## config.mk

```make
export PLATFORM = sky130hd
export DESIGN_NAME = conversion_status_flags
export DESIGN_NICKNAME = d
export VERILOG_FILES = /design/src/common/csf_pkg.sv /design/src/verilog/csf_pending_bits.sv /design/src/verilog/conversion_status_flags.sv
export VERILOG_INCLUDE_DIRS = /design/src /design/src/common
export SDC_FILE = /design/constraint.sdc
export NUM_CORES = 1
export LEC_CHECK = 0
export BUFFER_PORTS_ARGS = -buffer_cell sky130_fd_sc_hd__buf_2
export CORE_MARGIN = 3
export CORE_UTILIZATION = 44
export DETAILED_ROUTE_END_ITERATION = 12
export HOLD_SLACK_MARGIN = 0.05
export PLACE_DENSITY = 0.89
export SYNTH_ARGS = -nofsm -noshare
export SYNTH_HDL_FRONTEND = slang
export SYNTH_SLANG_ARGS = --single-unit
export TNS_END_PERCENT = 10
```

## constraint.sdc

```tcl
create_clock -name ref_clk -period 2.6 [get_ports ref_clk]
set_input_delay 0.52 -clock ref_clk [delete_from_list [all_inputs] [get_ports ref_clk]]
set_output_delay 0.52 -clock ref_clk [all_outputs]
set_load 0.05 [all_outputs]
```

## src/common/csf_defs.svh

```systemverilog
`ifndef CSF_DEFS_SVH
`define CSF_DEFS_SVH
`define CSF_STATUS_ADDR 8'h18
`define CSF_RESULT_ADDR0 8'h00
`define CSF_CHAN_HI 15
`define CSF_CHAN_LO 14
`define CSF_UR_BIT 13
`define CSF_OR_BIT 12
`define CSF_WD_BIT 11
`define CSF_AH_BIT 10
`define CSF_AL_BIT 9
`define CSF_ZC_BIT 8
`define CSF_RDY_BIT 6
`define CSF_ERR_TYPES 6
`define CSF_CHANNELS 4
`define CSF_STATUS_RESET 16'h0000
`endif

```

## src/common/csf_pkg.sv

```systemverilog
package csf_pkg;
    // Error vector order: UR, OR, WD, AH, AL, ZC (msb first)
    typedef struct packed {
        logic valid;
        logic [1:0] channel;
        logic [5:0] errors;
    } csf_conv_t;

    typedef struct packed {
        logic valid;
        logic [7:0] addr;
    } csf_read_t;

    typedef struct packed {
        logic [5:0] errIntEnable;
        logic readyIntEnable;
        logic sequential;
        logic [3:0] activeMask;
    } csf_cfg_t;

    typedef enum logic [0:0] {CSF_IDLE, CSF_WAIT_ALL} csf_seq_t;
endpackage : csf_pkg

```

## src/verilog/csf_pending_bits.sv

```systemverilog
`include "csf_defs.svh"
module csf_pending_bits (
    // Clock and reset
    input wire logic ref_clk,
    input wire logic reset,
    // Set and clear per channel
    input wire logic [3:0] setMask,
    input wire logic [3:0] clearMask,
    // State
    output logic [3:0] pending
);
    import csf_pkg::*;

    wire [3:0] next_pending = setMask | (pending & ~clearMask);

    // Set wins over a read in the same cycle: new result stays unread
    always_ff @(posedge ref_clk or posedge reset) begin
        if (reset) begin
            pending <= 4'h0;
        end else begin
            pending <= next_pending;
        end
    end

    a_pending_set: assert property (@(posedge ref_clk) disable iff (reset)
        setMask[0] |=> pending[0]) else $error("pending bit not set");
    a_pending_clear: assert property (@(posedge ref_clk) disable iff (reset)
        clearMask[1] && !setMask[1] |=> !pending[1])
        else $error("pending bit not cleared");
endmodule : csf_pending_bits

```

## src/verilog/conversion_status_flags.sv

```systemverilog
`include "csf_defs.svh"
module conversion_status_flags (
    // Clock and reset
    input wire logic ref_clk,
    input wire logic reset,
    // Conversion results from the core
    input wire csf_pkg::csf_conv_t conv,
    // Register reads decoded by the serial interface
    input wire csf_pkg::csf_read_t rd,
    // Configuration from other registers
    input wire csf_pkg::csf_cfg_t cfg,
    // Status word and interrupt
    output logic [15:0] conversion_status,
    output logic irq_out_n
);
    import csf_pkg::*;

    logic [5:0] errFlags;
    logic [1:0] error_source_channel;
    logic result_ready_flag;
    logic [3:0] seenMask;
    logic [3:0] pendingBits;

    function automatic logic [3:0] chanBit(input logic [1:0] ch);
        chanBit = 4'h1 << ch;
    endfunction : chanBit

    // Read decode
    wire statusRead = rd.valid && rd.addr == `CSF_STATUS_ADDR;
    wire resultRead = rd.valid && rd.addr[7:2] == 6'(`CSF_RESULT_ADDR0 >> 2);
    wire [1:0] readChan = rd.addr[1:0];
    wire [3:0] resultReadMask = resultRead ? chanBit(readChan) : 4'h0;

    // Only enabled types on an active channel are recorded
    wire convActive = conv.valid && cfg.activeMask[conv.channel];
    wire [5:0] newErr = convActive ? (conv.errors & cfg.errIntEnable) : 6'h00;
    wire anyNewErr = |newErr;
    // Source channel result read also releases the latch
    wire releaseErr = statusRead ||
        (resultRead && readChan == error_source_channel);

    wire [5:0] next_errFlags = newErr | (releaseErr ? 6'h00 : errFlags);

    // Keep the first source while something is latched so the code matches the flags
    wire holdChan = |errFlags && !releaseErr;
    wire [1:0] next_chan = (anyNewErr && !holdChan) ? conv.channel :
        error_source_channel;

    // Sequencing: in sequential mode, collect every active channel before raising ready
    wire [3:0] convSetMask = convActive ? chanBit(conv.channel) : 4'h0;
    wire [3:0] next_seenCombined = seenMask | convSetMask;
    wire allSeen = (next_seenCombined & cfg.activeMask) == cfg.activeMask;
    wire readyEvent = convActive && cfg.readyIntEnable &&
        (cfg.sequential ? allSeen : 1'b1);
    wire [3:0] next_seenMask = (readyEvent || !cfg.sequential) ? 4'h0 : next_seenCombined;
    wire next_ready = readyEvent || (result_ready_flag && !statusRead);

    always_ff @(posedge ref_clk or posedge reset) begin
        if (reset) begin
            errFlags <= 6'h00;
            error_source_channel <= 2'h0;
            result_ready_flag <= 1'b0;
            seenMask <= 4'h0;
        end else begin
            errFlags <= next_errFlags;
            error_source_channel <= next_chan;
            result_ready_flag <= next_ready;
            seenMask <= next_seenMask;
        end
    end

    csf_pending_bits u_pending (
        .ref_clk(ref_clk),
        .reset(reset),
        .setMask(convSetMask),
        .clearMask(resultReadMask),
        .pending(pendingBits)
    );

    // Reserved bits 7, 5:4 are tied low; channel bit order is reversed in the word
    assign conversion_status = {error_source_channel, errFlags, 1'b0, result_ready_flag,
        2'b00, pendingBits[0], pendingBits[1], pendingBits[2], pendingBits[3]};
    // Amplitude-high is reported so software can trim drive current
    assign irq_out_n = ~(|errFlags || result_ready_flag);

    a_error_latch: assert property (@(posedge ref_clk) disable iff (reset)
        errFlags[5] && !releaseErr |=> conversion_status[`CSF_UR_BIT])
        else $error("under-range dropped early");

    a_latch_hold: assert property (@(posedge ref_clk) disable iff (reset)
        |errFlags && !releaseErr |=> (conversion_status[13:8] & $past(errFlags)) == $past(errFlags))
        else $error("latched error dropped");

    a_source_release: assert property (@(posedge ref_clk) disable iff (reset)
        resultRead && readChan == error_source_channel && !anyNewErr |=> conversion_status[13:8] == 6'h00)
        else $error("source result read did not release");

    a_other_read_keeps: assert property (@(posedge ref_clk) disable iff (reset)
        resultRead && readChan != error_source_channel && |errFlags |=> conversion_status[13:8] != 6'h00)
        else $error("other channel read released errors");

    a_status_clear: assert property (@(posedge ref_clk) disable iff (reset)
        statusRead && !anyNewErr |=> conversion_status[13:8] == 6'h00)
        else $error("status read did not clear");

    a_clear_keeps_new: assert property (@(posedge ref_clk) disable iff (reset)
        statusRead && anyNewErr |=> conversion_status[13:8] == $past(newErr))
        else $error("new error lost on status read");

    a_under_set: assert property (@(posedge ref_clk) disable iff (reset)
        convActive && conv.errors[5] && cfg.errIntEnable[5] |=>
        conversion_status[`CSF_UR_BIT]) else $error("under-range missed");

    a_over_range: assert property (@(posedge ref_clk) disable iff (reset)
        convActive && conv.errors[4] && cfg.errIntEnable[4] |=>
        conversion_status[`CSF_OR_BIT]) else $error("over-range missed");

    a_timeout_set: assert property (@(posedge ref_clk) disable iff (reset)
        convActive && conv.errors[3] && cfg.errIntEnable[3] |=>
        conversion_status[`CSF_WD_BIT]) else $error("timeout missed");

    a_amp_high_set: assert property (@(posedge ref_clk) disable iff (reset)
        convActive && conv.errors[2] && cfg.errIntEnable[2] |=>
        conversion_status[`CSF_AH_BIT]) else $error("amplitude high missed");

    a_amp_low_set: assert property (@(posedge ref_clk) disable iff (reset)
        convActive && conv.errors[1] && cfg.errIntEnable[1] |=>
        conversion_status[`CSF_AL_BIT]) else $error("amplitude low missed");

    a_zero_count_set: assert property (@(posedge ref_clk) disable iff (reset)
        convActive && conv.errors[0] && cfg.errIntEnable[0] |=>
        conversion_status[`CSF_ZC_BIT]) else $error("zero count missed");

    a_inactive_ignored: assert property (@(posedge ref_clk) disable iff (reset)
        conv.valid && !cfg.activeMask[conv.channel] && errFlags == 6'h00 |=>
        conversion_status[13:8] == 6'h00) else $error("inactive channel error recorded");

    a_gate_under: assert property (@(posedge ref_clk) disable iff (reset)
        !cfg.errIntEnable[5] && !errFlags[5] |=>
        !conversion_status[`CSF_UR_BIT]) else $error("disabled under-range set");

    a_gate_over: assert property (@(posedge ref_clk) disable iff (reset)
        !cfg.errIntEnable[4] && !errFlags[4] |=>
        !conversion_status[`CSF_OR_BIT]) else $error("disabled over-range set");

    a_gate_timeout: assert property (@(posedge ref_clk) disable iff (reset)
        !cfg.errIntEnable[3] && !errFlags[3] |=>
        !conversion_status[`CSF_WD_BIT]) else $error("disabled timeout set");

    a_gate_amp_high: assert property (@(posedge ref_clk) disable iff (reset)
        !cfg.errIntEnable[2] && !errFlags[2] |=>
        !conversion_status[`CSF_AH_BIT]) else $error("disabled amplitude high set");

    a_gate_amp_low: assert property (@(posedge ref_clk) disable iff (reset)
        !cfg.errIntEnable[1] && !errFlags[1] |=>
        !conversion_status[`CSF_AL_BIT]) else $error("disabled amplitude low set");

    a_gate_disabled: assert property (@(posedge ref_clk) disable iff (reset)
        conv.valid && conv.errors[0] && !cfg.errIntEnable[0] && !errFlags[0] |=>
        !conversion_status[`CSF_ZC_BIT]) else $error("disabled zero count set");

    a_ready_single: assert property (@(posedge ref_clk) disable iff (reset)
        convActive && !cfg.sequential && cfg.readyIntEnable |=>
        conversion_status[`CSF_RDY_BIT]) else $error("ready missing");

    a_ready_hold: assert property (@(posedge ref_clk) disable iff (reset)
        result_ready_flag && !statusRead |=>
        conversion_status[`CSF_RDY_BIT]) else $error("ready dropped early");

    a_ready_clear: assert property (@(posedge ref_clk) disable iff (reset)
        statusRead && !readyEvent |=>
        !conversion_status[`CSF_RDY_BIT]) else $error("ready not cleared");

    a_seq_wait: assert property (@(posedge ref_clk) disable iff (reset)
        cfg.sequential && !result_ready_flag && !allSeen |=>
        !conversion_status[`CSF_RDY_BIT]) else $error("ready before all channels");

    a_seq_ready: assert property (@(posedge ref_clk) disable iff (reset)
        convActive && cfg.sequential && cfg.readyIntEnable && allSeen |=>
        conversion_status[`CSF_RDY_BIT]) else $error("sequential ready missing");

    a_seen_clear: assert property (@(posedge ref_clk) disable iff (reset)
        readyEvent |=> seenMask == 4'h0)
        else $error("channel tracking not restarted");

    a_ready_gated: assert property (@(posedge ref_clk) disable iff (reset)
        !cfg.readyIntEnable && !result_ready_flag |=> !conversion_status[`CSF_RDY_BIT])
        else $error("ready without enable");

    a_irq_level: assert property (@(posedge ref_clk) disable iff (reset)
        $rose(conversion_status[`CSF_RDY_BIT]) |-> !irq_out_n)
        else $error("irq not asserted");

    a_irq_error: assert property (@(posedge ref_clk) disable iff (reset)
        |errFlags |-> !irq_out_n)
        else $error("irq missing for error");

    a_irq_idle: assert property (@(posedge ref_clk) disable iff (reset)
        errFlags == 6'h00 && !result_ready_flag |-> irq_out_n)
        else $error("irq without cause");

    a_pending_ch0: assert property (@(posedge ref_clk) disable iff (reset)
        convActive && conv.channel == 2'h0 |=> conversion_status[3])
        else $error("channel 0 unread bit missing");

    a_pending_ch3: assert property (@(posedge ref_clk) disable iff (reset)
        convActive && conv.channel == 2'h3 |=> conversion_status[0])
        else $error("channel 3 unread bit missing");

    a_inactive_no_pend: assert property (@(posedge ref_clk) disable iff (reset)
        conv.valid && !cfg.activeMask[conv.channel] && !rd.valid |=>
        $stable(conversion_status[3:0])) else $error("inactive channel marked unread");

    a_read_clear_ch0: assert property (@(posedge ref_clk) disable iff (reset)
        resultRead && readChan == 2'h0 && !(convActive && conv.channel == 2'h0) |=>
        !conversion_status[3]) else $error("channel 0 unread bit not cleared");

    a_read_clear_ch2: assert property (@(posedge ref_clk) disable iff (reset)
        resultRead && readChan == 2'h2 && !(convActive && conv.channel == 2'h2) |=>
        !conversion_status[1]) else $error("channel 2 unread bit not cleared");

    a_reserved_zero: assert property (@(posedge ref_clk) disable iff (reset)
        conversion_status[7] == 1'b0 && conversion_status[5:4] == 2'b00)
        else $error("reserved bits nonzero");

    a_chan_capture: assert property (@(posedge ref_clk) disable iff (reset)
        anyNewErr && errFlags == 6'h00 |=> conversion_status[15:14] == $past(conv.channel))
        else $error("source channel wrong");

    a_chan_hold: assert property (@(posedge ref_clk) disable iff (reset)
        |errFlags && !releaseErr |=> $stable(conversion_status[15:14]))
        else $error("source channel moved while latched");
endmodule : conversion_status_flags

```

## After elaboration in Yosys (flattened, before gate mapping)

Cells that the tools add are included.

- Reduce and logical (&&, ||, !) cells: 20
- Magnitude comparators: 1
- Shifts and indexed selects: 2
- Bitwise gates (word level): 8
- Equal/unequal tests: 3
- Mux-type cells: 8

Operators by type and width:

| operator | number |
|---|---|
| 2-to-1 mux 4 bit | 3 |
| 2-to-1 mux 6 bit | 2 |
| OR reduction 6 bit | 2 |
| logical AND 1 bit | 9 |
| AND 4 bit | 2 |
| == test 8 x 5 -> 1 bit (second input constant) | 1 |
| bitwise OR 4 bit | 2 |
| << shifter 1 x 2 -> 4 bit (first input constant) | 2 |
| AND 6 bit | 1 |
| logical NOT 6 bit | 1 |
| bitwise OR 6 bit | 1 |
| == test 4 bit | 1 |
| logical NOT 1 bit | 4 |
| logical OR 1 bit | 4 |
| inverter 4 bit | 1 |
| < comparator 2 x 3 -> 1 bit (second input constant) | 1 |
| binary-select mux 1 bit (select 2 bit) | 1 |
| == test 2 bit | 1 |
| 2-to-1 mux 1 bit | 2 |
| inverter 1 bit | 1 |

- Input port bits: 32
- Output and inout port bits: 17
- Flip-flop bits (word level): 17
- Word-level logic and storage cells: 47

## Logic depth before layout (Yosys ltp)

Gate-level depths: netlist of the first run.

- Depth in word-level cells: 11
- Gate-level depth with buffers: 6
- Depth with buffers taken out: 5

## Modules after synthesis

From an unflattened synthesis of the first run, not the netlist that was laid out.

- Cell total of the unflattened synthesis: 94
- Area, all modules: 983.4 µm²

Modules (own cells, without submodules):

| module | area an instance (µm²) | times used | sequential area each (µm²) | cells each |
|---|---|---|---|---|
| conversion_status_flags | 834.6 | 1 | 325.3 | 81 |
| csf_pending_bits | 148.9 | 1 | 100.1 | 13 |

## Least setup slack after synthesis of the first run

Ideal clock, no wire load.

- Path type: register to output
- From: register errFlags[2]
- To: output irq_out_n
- Arrival: 1.618 ns
- Data required time: 2.080 ns
- Path slack: 0.462 ns
- Buffers on the path: 0
- Stages on the path, launching flop included: 4
- Path through: dfrtp_1 -> nor4_1 -> nand2_1 -> nor2_1

- Word-level cells in the longest chain between the ends: 3

Ends and longest elaborated chain:

| element | line | text |
|---|---|---|
| start, declared | conversion_status_flags.sv:18 | `logic [5:0] errFlags;` |
| start signal, assigned | conversion_status_flags.sv:65 | `errFlags <= next_errFlags;` |
| OR reduction 6 bit | conversion_status_flags.sv:84 | `assign irq_out_n = ~(\|errFlags \|\| result_ready_flag);` |
| logical OR 1 bit | conversion_status_flags.sv:84 |  |
| inverter 1 bit | conversion_status_flags.sv:84 |  |
| end, declared | conversion_status_flags.sv:14 | `output logic irq_out_n` |

Every way passes these cells.

## Worst setup path after layout of the first run

Ends and elaborated chain as after synthesis.

==> results of run 1 <==
metal layers:
metal  part of all wire [%]  global-route usage [%]  routed length (um)
met1                     40                    23.1                 965
met4                    1.7                    9.36                  42
met3                    8.2                    5.70                 200
met5                      0                       0                   0
met2                     50                    31.0                1220
state kept, by name, summed over array words and instances, names as in the netlist:
register              flops
seenMask                  4
u_pending.pending         4
error_source_channel      2
result_ready_flag         1
errFlags                  6
power groups by stage:
stage               Sequential [mW]  Combinational, mW  Clock [mW]
floorplan                     0.421             0.0908           0
global placement              0.322              0.256           0
detailed placement            0.325              0.262           0
CTS                           0.320              0.263       0.136
global route                  0.325              0.277       0.149
finish                        0.320              0.262       0.131
stage by stage:
| step | total power [mW] | util (%) | cell area, um2 | std cells |
|---|---|---|---|---|
| 2_1_floorplan | 0.512 | - | 966 | 97 |
| 3_3_place_gp | 0.578 | 59.5 | 1190 | 165 |
| 4_1_cts | 0.719 | 60.8 | 1220 | 169 |
| 6_report | 0.714 | 60.8 | 1220 | 169 |
| 3_5_place_dp | 0.587 | 59.5 | 1190 | 165 |
| 5_1_grt | 0.750 | 60.8 | 1220 | 169 |
placed cells by master (no fill, tap or decap), drive strengths merged:
cell      n
buf      46
or2       1
a2bb2oi   1
clkbuf    4
a31oi     1
o21ai     8
mux2      3
o31ai     1
xnor2     2
a32oi     1
o2111ai   1
nand2     8
nor3      1
a211o     1
or3       1
a22oi     3
nor2      8
o2bb2ai   2
nor2b     3
nand3     3
a32o      7
inv       6
a21oi     3
a21o      1
conb      3
nor4      2
dfrtp    17
and3      1
nand2b    2
mux2i     1
cell families (layout without fill, tap and decap cells):
logic type / after synthesis / after routing
buf+inv: 11 / 56
other cells: 1 / 3
flops: 17 / 17
mux: 4 / 4
simple gates: 30 / 30
xor+xnor: 2 / 2
compound gates: 30 / 30
critical path, cell delays in order, from the launching register on:
cell and delay, ns:
dfrtp_1 0.41, nor4_1 0.34, nand2_1 0.13, nor2_1 0.10, buf_2 0.26
worst paths after layout:
kind / to / cells past startpoint
worst max-delay path: irq_out_n / 4
worst min-delay path: u_pending.pending[2]$_DFF_PP0_ / 2
worst max register to register: error_source_channel[1]$_DFFE_PP0P_ / 5
worst min register to register: u_pending.pending[2]$_DFF_PP0_ / 1
max in group asynchronous: seenMask[0]$_DFF_PP0_ / 2
min in group ref_clk: error_source_channel[0]$_DFFE_PP0P_ / 2
area by class of cell:
type | count | area, um2
Sequential cell | 17 | 425
Fill cell | 171 | 785
Multi-Input combinational cell | 69 | 477
Inverter | 6 | 22.5
Tap cell | 27 | 33.8
Clock buffer | 4 | 26.3
Timing Repair Buffer | 46 | 233
==> metrics.md, run 1 <==
| Metric | Value |
|---|---|
| Port Buf Inserts | 45 |
| Post-layout nets | 175 |
| YS warnings | 0 |
| Maxcap violations | 0 |
| Cell taking the most area after synthesis | dfrtp_1 |
| Post-route minimum period | roughly 2.0 ns |
| Hold Vio Cnt, Final | 0 |
| Peak Freq | 0.489 GHz |
| Routed vias | 912 |
| Synth Area in XOR/XNOR | 1.83% |
| GRT overflow | 0 |
| Hold_ws | 0.294 ns |
| Detailed Route Iter0 Violations | 25 |
| Clock skew | 0.00622 ns |
| Outcome | completed |
| DRT antenna net count | 0 |
| P&R area growth vs syn | 27.0% |
| Final Setup Violations | 0 |
| Int Power | 434 uW |
| EDFF count, synth | 0 |
| Rows | 16 |
| CTS clk-pin slew, worst paths | 0.09 ns |
| Final period util | 78.6% |
| Combinational family with the most area after synthesis | compound AO/OA/AOI/OAI gates |
| Logic pwr share | approximately 37% |
| Post-CTS sizing | 0 |
| Syn Inst Count | 95 |
| GRT Resource Usage Total | between 10% and 20% |
| RSZ-0062 raised after global routing | no |
| Slew Viols, Final | 0 |
| Crit path kind | reg -> out |
| Routability cong. | 0.873 |
| Clock Tree Root | clkbuf_4 |
| Hold-fix buffers, CTS | 0 |
| Worst vdd ir | 0.360 mV |
| Lkg Pwr | 0.541 nW |
| CTS Buf Count | 3 |
| Power Density | 586 nW/um2 |
| Total setup buffers inserted after CTS | 0 |
| Startpoint types | flop |
| Vias in the first global route | 841 |
| Final setup TNS | 0 ns |
| Post-synthesis compound-gate area fraction | 26.0% |
| Commonest cells in the netlist | dfrtp_1 (17), nor2_1 (8), a32o_1 (7), nand2_1 (7) |
| Worst-margin pin slew | around 0.61 ns |
| Asr flop ratio synth | 100% |
| Synthesized area | between 900 and 1000 um2 |
| CTS Sinks | 17 |
| Rel. slew slack | 59.2% |
| Post-route setup slack | around 0.56 ns |
| Clock Tree Buf Depth | 2 |
| Core Box Area | around 2000 um2 |
| Post-Synth Simple-Gate Area | 15.8% |
| Clk_lat worst skew | 0.28 ns |
| Avg Cell Area, Syn | approximately 10 um2 |
| Worst min path class | in -> async |
| Adder-Cell Fraction of Synth Area | 0% |
| Drt via density | between 5 and 6 |
| Crit. End Element | output pin |
| CP arrival | approximately 1.5 ns |
| Sw Share | between 30% and 40% |
| Required @ worst endpoint | 2.08 ns |
| Fraction of layout cells with a size suffix above 1 | 40.8% |
| Place WS | 0.634 ns |
| Launch point of the worst reg-to-reg path | error_source_channel[1]$_DFFE_PP0P_ |
| Routed WL | 2430 um |
| Die Height | 52.7 um |
| Die Width | 52.7 um |
| Antenna diode count | 0 |
| Switching power | 280 uW |
| DP HPWL | just over 2000 um |
| Drt drc | 0 |
| CP max FO | 3 |
| Most used DFF post-synth | dfrtp_1 |
| Die Area | ~2800 um2 |
| Setup crit start | errFlags[2]$_DFF_PP0_ |
| Multiplexer area fraction after synthesis | 4.96% |
| Post-DR wirelength/cell | 14.4 um |
| Sequential Power Share | 44.8% |
| Register area share after synthesis | approximately 44% |
| CTS tree | done |
| Yosys cell types | 35 |
| Detailed Routing Iterations Pass 1 | 4 |
| Synth top area share | 44.4% |
| Initial core utilization | roughly 48% |
| H-Tree Depth | 1 |
| Ports | between 40 and 50 |
| Count leader, synth | dfrtp_1 |
| Clock power share | 18.4% |
| Largest cells by area after synthesis | dfrtp_1 (44%), a32o_1 (7.3%), o21ai_0 (3.1%) |
| FF+latch count, synth | 17 |
| Largest net degree at the start of global routing | 18 |
| Worst reg2reg setup slack | 0.92 ns |
| Initial antenna violation count | 0 |
| Global-route wire length before repair | 3810 um |
Note: power is estimated with default switching activity, not from simulation.
==> inputs of run 2 (changes only) <==
Settings changed: CORE_ASPECT_RATIO set to 1.75, CORE_UTILIZATION 44 to 40, PLACE_DENSITY 0.89 to 0.86.
Clock period 2.6 ns to 1.7 ns, I/O delays scaled along.
==> run 2 against run 1 <==
Against the previous run:
- final cell count increased by 2.4%
- setup slack got worse by 0.54 ns
- count of clock-buffer cells in the layout unchanged
- critical path depth unchanged
- combinational power increased by 58%
- sequential share of layout area decreased by 1.6 points
- non-clock buffer count increased by 7
- via count increased by 7.0%
==> metrics.md, run 2 (synthesis results as in run 1) <==
| Metric | Value |
|---|---|
| Outcome | completed |
| Clock skew | 0.00307 ns |
| CTS Buf Count | 3 |
| Final setup TNS | 0 ns |
| Peak Freq | 0.592 GHz |
| Initial core utilization | 44.1% |
| H-Tree Depth | 1 |
| CTS Sinks | 17 |
| Critical path cell sequence | nor4_2, nand2_1, nor2_2, buf_6 |
| Buf/Inv on CP | 1 |
| Required @ worst endpoint | 1.36 ns |
| Routed vias | about 1000 |
| Core Box Area | approximately 2200 um2 |
| Fraction of layout cells with a size suffix above 1 | 46.3% |
| Top flop regs | errFlags: 6 flops, seenMask: 4 flops, u_pending.pending: 4 flops |
| Fillcell total | 199 |
| Launch point of the worst reg-to-reg path | errFlags[5]$_DFF_PP0_ |
| Slowest library cell on the worst path | dfrtp_1 |
| Lkg Pwr | 0.572 nW |
| Worst vdd ir | 0.530 mV |
| Delay-heaviest family, CP | simple AND/OR/NAND/NOR gates |
| Final period util | 99.3% |
| DRT antenna net count | 0 |
| Clk_lat worst skew | around 0.29 ns |
| Initial antenna violation count | 0 |
| RSZ-0062 raised after global routing | yes |
| Power Density | 874 nW/um2 |
| Die Area | 3040 um2 |
| Reg2reg path depth | 5 |
| DP HPWL | 2090 um |
| Final Setup Violations | 0 |
| Rel. slew slack | 55.4% |
| Die Width | 43 um |
| CP arrival | 1.35 ns |
| Ports | 49 |
| Hold Vio Cnt, Final | 0 |
| Detailed Route Iter0 Violations | 27 |
| DP Cell Count | around 170 |
| Hold_ws | 0.130 ns |
| Post-DR wirelength/cell | 14.8 um |
| Register Area | approximately 430 um2 |
| Largest register by flop count | errFlags |
| FF-to-FF End | error_source_channel[1]$_DFFE_PP0P_ |
| Routed WL | roughly 2600 um |
| CTS clk-pin slew, worst paths | 0.09 ns |
| Post-route minimum period | 1.69 ns |
| Routability cong. | about 0.83 |
| Clock Tree Root | clkbuf_4 |
| Drt via density | approximately 5.6 |
| Worst-margin pin slew | between 0.6 and 0.7 ns |
| Crit path kind | reg -> out |
| Drt drc | 0 |
| GRT Resource Usage Total | 16.3% |
| Max reg flops | 6 |
| P&R area growth vs syn | 33.9% |
| Post-route insts no fill | 173 |
| Port Buf Inserts | 45 |
| Worst path max stage delay | about 0.42 ns |
| Die Height | 70.8 um |
| Crit. End Element | output pin |
| Startpoint types | flop |
| Worst min path class | in -> async |
| Rows | 22 |
| GRT overflow | 0 |
| Post-layout nets | about 180 |
| Commonest cells after routing, fill and taps aside | buf_2 (44), dfrtp_1 (15), buf_4 (8) |
| Global-route wire length before repair | 3860 um |
| Most common cell after layout, fill and taps aside | buf_2 |
| Largest net degree at the start of global routing | 18 |
| Worst reg2reg setup slack | ~0.13 ns |
| CP max FO | 3 |
| CTS tree | done |
| Slew Viols, Final | 0 |
| Setup crit start | errFlags[5]$_DFF_PP0_ |
| Detailed Routing Iterations Pass 1 | 4 |
| Footprint of the multi-input gates | 485 um2 |
| Antenna diode count | 0 |
| Vias in the first global route | 981 |
| Clock Tree Buf Depth | 2 |
| Maxcap violations | 0 |
-- run 2: worst max path at each step --
stage | endpoint | slack, ns | cells after the start
after floorplan | irq_out_n | -0.04 | 3
after global placement | error_source_channel[0]$_DFFE_PP0P_ | 0.1 | 6
after detailed placement | u_pending.pending[2]$_DFF_PP0_ | 0.04 | 6
after CTS | irq_out_n | 0.003 | 4
after global routing | irq_out_n | -0.1 | 4
final | irq_out_n | 0.01 | 4
-- run 2: per-layer routing --
metal | wire length, um | part of all wire, % | GRT usage [%]
met4 | 110 | 4.3 | 10.4
met3 | 168 | 6.6 | 2.80
met5 | 0 | 0 | 0
met1 | 826 | 32 | 14.1
met2 | 1450 | 57 | 31.8
-- run 2: final cells by class --
class / count / area share, %
Timing Repair Buffer: 53 / 22.7
Clock buffer: 4 / 2.05
Tap cell: 24 / 2.34
Multi-Input combinational cell: 69 / 37.8
Sequential cell: 17 / 33.3
Inverter: 6 / 1.75
-- run 2: stage by stage --
| stage | power, mW | instance area (um2) | setup WS [ns] | util (%) |
|---|---|---|---|---|
| CTS | 1.12 | 1280 | 0.00271 | 58.7 |
| detailed placement | 0.910 | 1230 | 0.0431 | 56.6 |
| floorplan | 0.786 | 971 | -0.0421 | - |
| global placement | 0.898 | 1230 | 0.0981 | 56.6 |
| global route | 1.17 | 1280 | -0.0991 | 59.0 |
| finish | 1.12 | 1280 | 0.0120 | 59.0 |
-- run 2: where the power goes --
part | switching, mW | internal (mW)
Sequential | 0.0400 | 0.454
Clock | 0.121 | 0.0913
Combinational | 0.284 | 0.131
-- run 2: timing repair --
item | CTS | global route
hold buffers | 0 | 0
gates resized for setup | 3 | 0
buffers inserted | 1 | 1
pin swaps | 1 | 2
hold endpoints to repair | 0 | 0
endpoints found under the setup margin | 1 | 1
==> inputs of run 3 (changes only) <==
Settings changed: RECOVER_POWER set to 50.
==> run 3 against run 2 <==
Against the previous run:
- sequential share of layout area increased by 0.29 points
- largest power group unchanged
- combinational power about the same
- non-clock buffer count unchanged
- die area stayed put
- critical endpoint unchanged
- first-iteration DRC count rose by 3.7%
- final area decreased by 0.88%
- register-to-register slack about the same
- maximum frequency about the same
- via count up 0.41%
==> metrics.md, run 3 (synthesis results as in run 1) <==
| Metric | Value |
|---|---|
| Die Width | 43 um |
| CTS tree | done |
| Drt via density | approximately 5.7 |
| Commonest cells after routing, fill and taps aside | buf_2 (40), dfrtp_1 (15), buf_4 (8) |
| Global-route wire length before repair | 3860 um |
| Largest register by flop count | errFlags |
| Crit path kind | reg -> out |
| RSZ-0062 raised after global routing | yes |
| Die Height | 70.8 um |
| Met2 GRT Util | 31.8% |
| Non-Filler Cell Area, Final | 1270 um2 |
| Place WS | roughly 0.043 ns |
| Vias in the first global route | 981 |
| Crit. End Element | output pin |
| Startpoint types | flop |
| Post-route setup slack | roughly 0.012 ns |
| Most common cell after layout, fill and taps aside | buf_2 |
| Clock skew | 0.00281 ns |
| Initial core utilization | 44.1% |
| Clk_lat worst skew | 0.29 ns |
| Sw Share | 39.8% |
| Detailed Route Iter0 Violations | 28 |
| Final Setup Violations | 0 |
| Top flop regs | errFlags: 6 flops, seenMask: 4 flops, u_pending.pending: 4 flops |
| Initial antenna violation count | 0 |
| Routed WL | 2560 um |
| Port Buf Inserts | 45 |
| Post-DR wirelength/cell | about 15 um |
| CP arrival | 1.35 ns |
| DP HPWL | 2090 um |
| Power Density | 879 nW/um2 |
| Logic pwr share | 36.8% |
| Drt drc | 0 |
| Core Box Area | 2170 um2 |
| Worst-margin pin slew | 0.666 ns |
| CTS Buf Count | 3 |
| Peak Freq | 0.592 GHz |
| Ports | 49 |
| Fraction of layout cells with a size suffix above 1 | a little over two fifths |
| GRT Max-Usage Layer | met2 |
| Placed Area | approximately 1200 um2 |
| Worst vdd ir | 0.530 mV |
| Post-route minimum period | 1.69 ns |
| Required @ worst endpoint | 1.36 ns |
| Met1 Use GR | 14.1% |
| CTS Sinks | 17 |
| Maxcap violations | 0 |
| Switching power | 445 uW |
| Detailed Routing Iterations Pass 1 | 4 |
| H-Tree Depth | 1 |
| M3 GR Usage | ~2.8% |
| Max reg flops | 6 |
| Rel. slew slack | 55.6% |
| DRT antenna net count | 0 |
| Clock Tree Buf Depth | 2 |
| Post-layout nets | 182 |
| Routability cong. | 0.832 |
| Die Area | 3040 um2 |
| Clock power share | 19.0% |
| Antenna diode count | 0 |
| Lkg Pwr | ~0.57 nW |
| Slew Viols, Final | 0 |
| Worst min path class | in -> async |
| Sequential Power Share | 44.2% |
| Footprint of the multi-input gates | 479 um2 |
| Routed vias | between 900 and 1k |
| Fillcell total | 200 |
| GRT overflow | 0 |
| CTS clk-pin slew, worst paths | ~0.090 ns |
| GRT Resource Usage Total | 16.3% |
| Final period util | between 90% and 100% |
| Final Util | between 50% and 60% |
| Largest net degree at the start of global routing | 18 |
| Final setup TNS | 0 ns |
| Outcome | completed |
| P&R area growth vs syn | 32.8% |
| Register Area | 428 um2 |
| Rows | 22 |
| Hold Vio Cnt, Final | 0 |
| Clock Tree Root | clkbuf_4 |
| Int Power | 674 uW |
| CP max FO | 3 |
[run 3: metal layers]
metal	vias up	share of wire (%)
met1	470	32
met5	-	0
met2	47	56
met4	0	4.3
li1	448	-
met3	15	6.8
[run 3: final timing paths]
check / to / startpoint / slack [ns] / cells past startpoint
setup / recovery: irq_out_n / errFlags[5]$_DFF_PP0_ / 0.01 / 4
hold / removal: seenMask[3]$_DFF_PP0_ / reset / 0.13 / 2
setup reg to reg: error_source_channel[1]$_DFFE_PP0P_ / errFlags[5]$_DFF_PP0_ / 0.13 / 5
hold reg to reg: seenMask[2]$_DFF_PP0_ / seenMask[2]$_DFF_PP0_ / 0.51 / 2
max in group asynchronous: error_source_channel[1]$_DFFE_PP0P_ / reset / 1.11 / 2
min in group ref_clk: error_source_channel[0]$_DFFE_PP0P_ / conv[6] / 0.31 / 2
[run 3: final cells by class]
class                   instances  share of cell area (%)
multi-input cells              69                    37.7
inverters                       6                    1.77
well taps                      24                    2.36
clock buffers                   4                    2.06
flip-flops and latches         17                    33.6
repair buffers                 53                    22.5
[run 3: power groups by stage]
stage / clock network [mW] / logic, mW / registers [mW]
after floorplan: 0 / 0.139 / 0.647
after global placement: 0 / 0.401 / 0.496
after detailed placement: 0 / 0.410 / 0.501
after CTS: 0.218 / 0.411 / 0.495
after global routing: 0.238 / 0.432 / 0.500
final: 0.213 / 0.412 / 0.494
[run 3: what timing repair did]
action	CTS	global route
hold buffers	0	0
pin swaps	1	2
setup buffers	1	1
endpoints found under the setup margin	1	1
endpoints found under the hold margin	0	0
resized for setup	3	0
[run 3: worst max-delay path, cell delays in order, from the launching register on]
cell	delay [ns]
dfrtp_1	0.42
nor4_2	0.26
nand2_1	0.12
nor2_2	0.10
buf_6	0.16
[run 3: stage by stage]
stage / instances / total power [mW] / hold WS, ns
2_1_floorplan: 97 / 0.786 / 0.266
3_3_place_gp: 167 / 0.898 / 0.451
3_5_place_dp: 167 / 0.910 / 0.460
4_1_cts: 172 / 1.12 / 0.145
5_1_grt: 173 / 1.17 / 0.179
6_report: 173 / 1.12 / 0.129
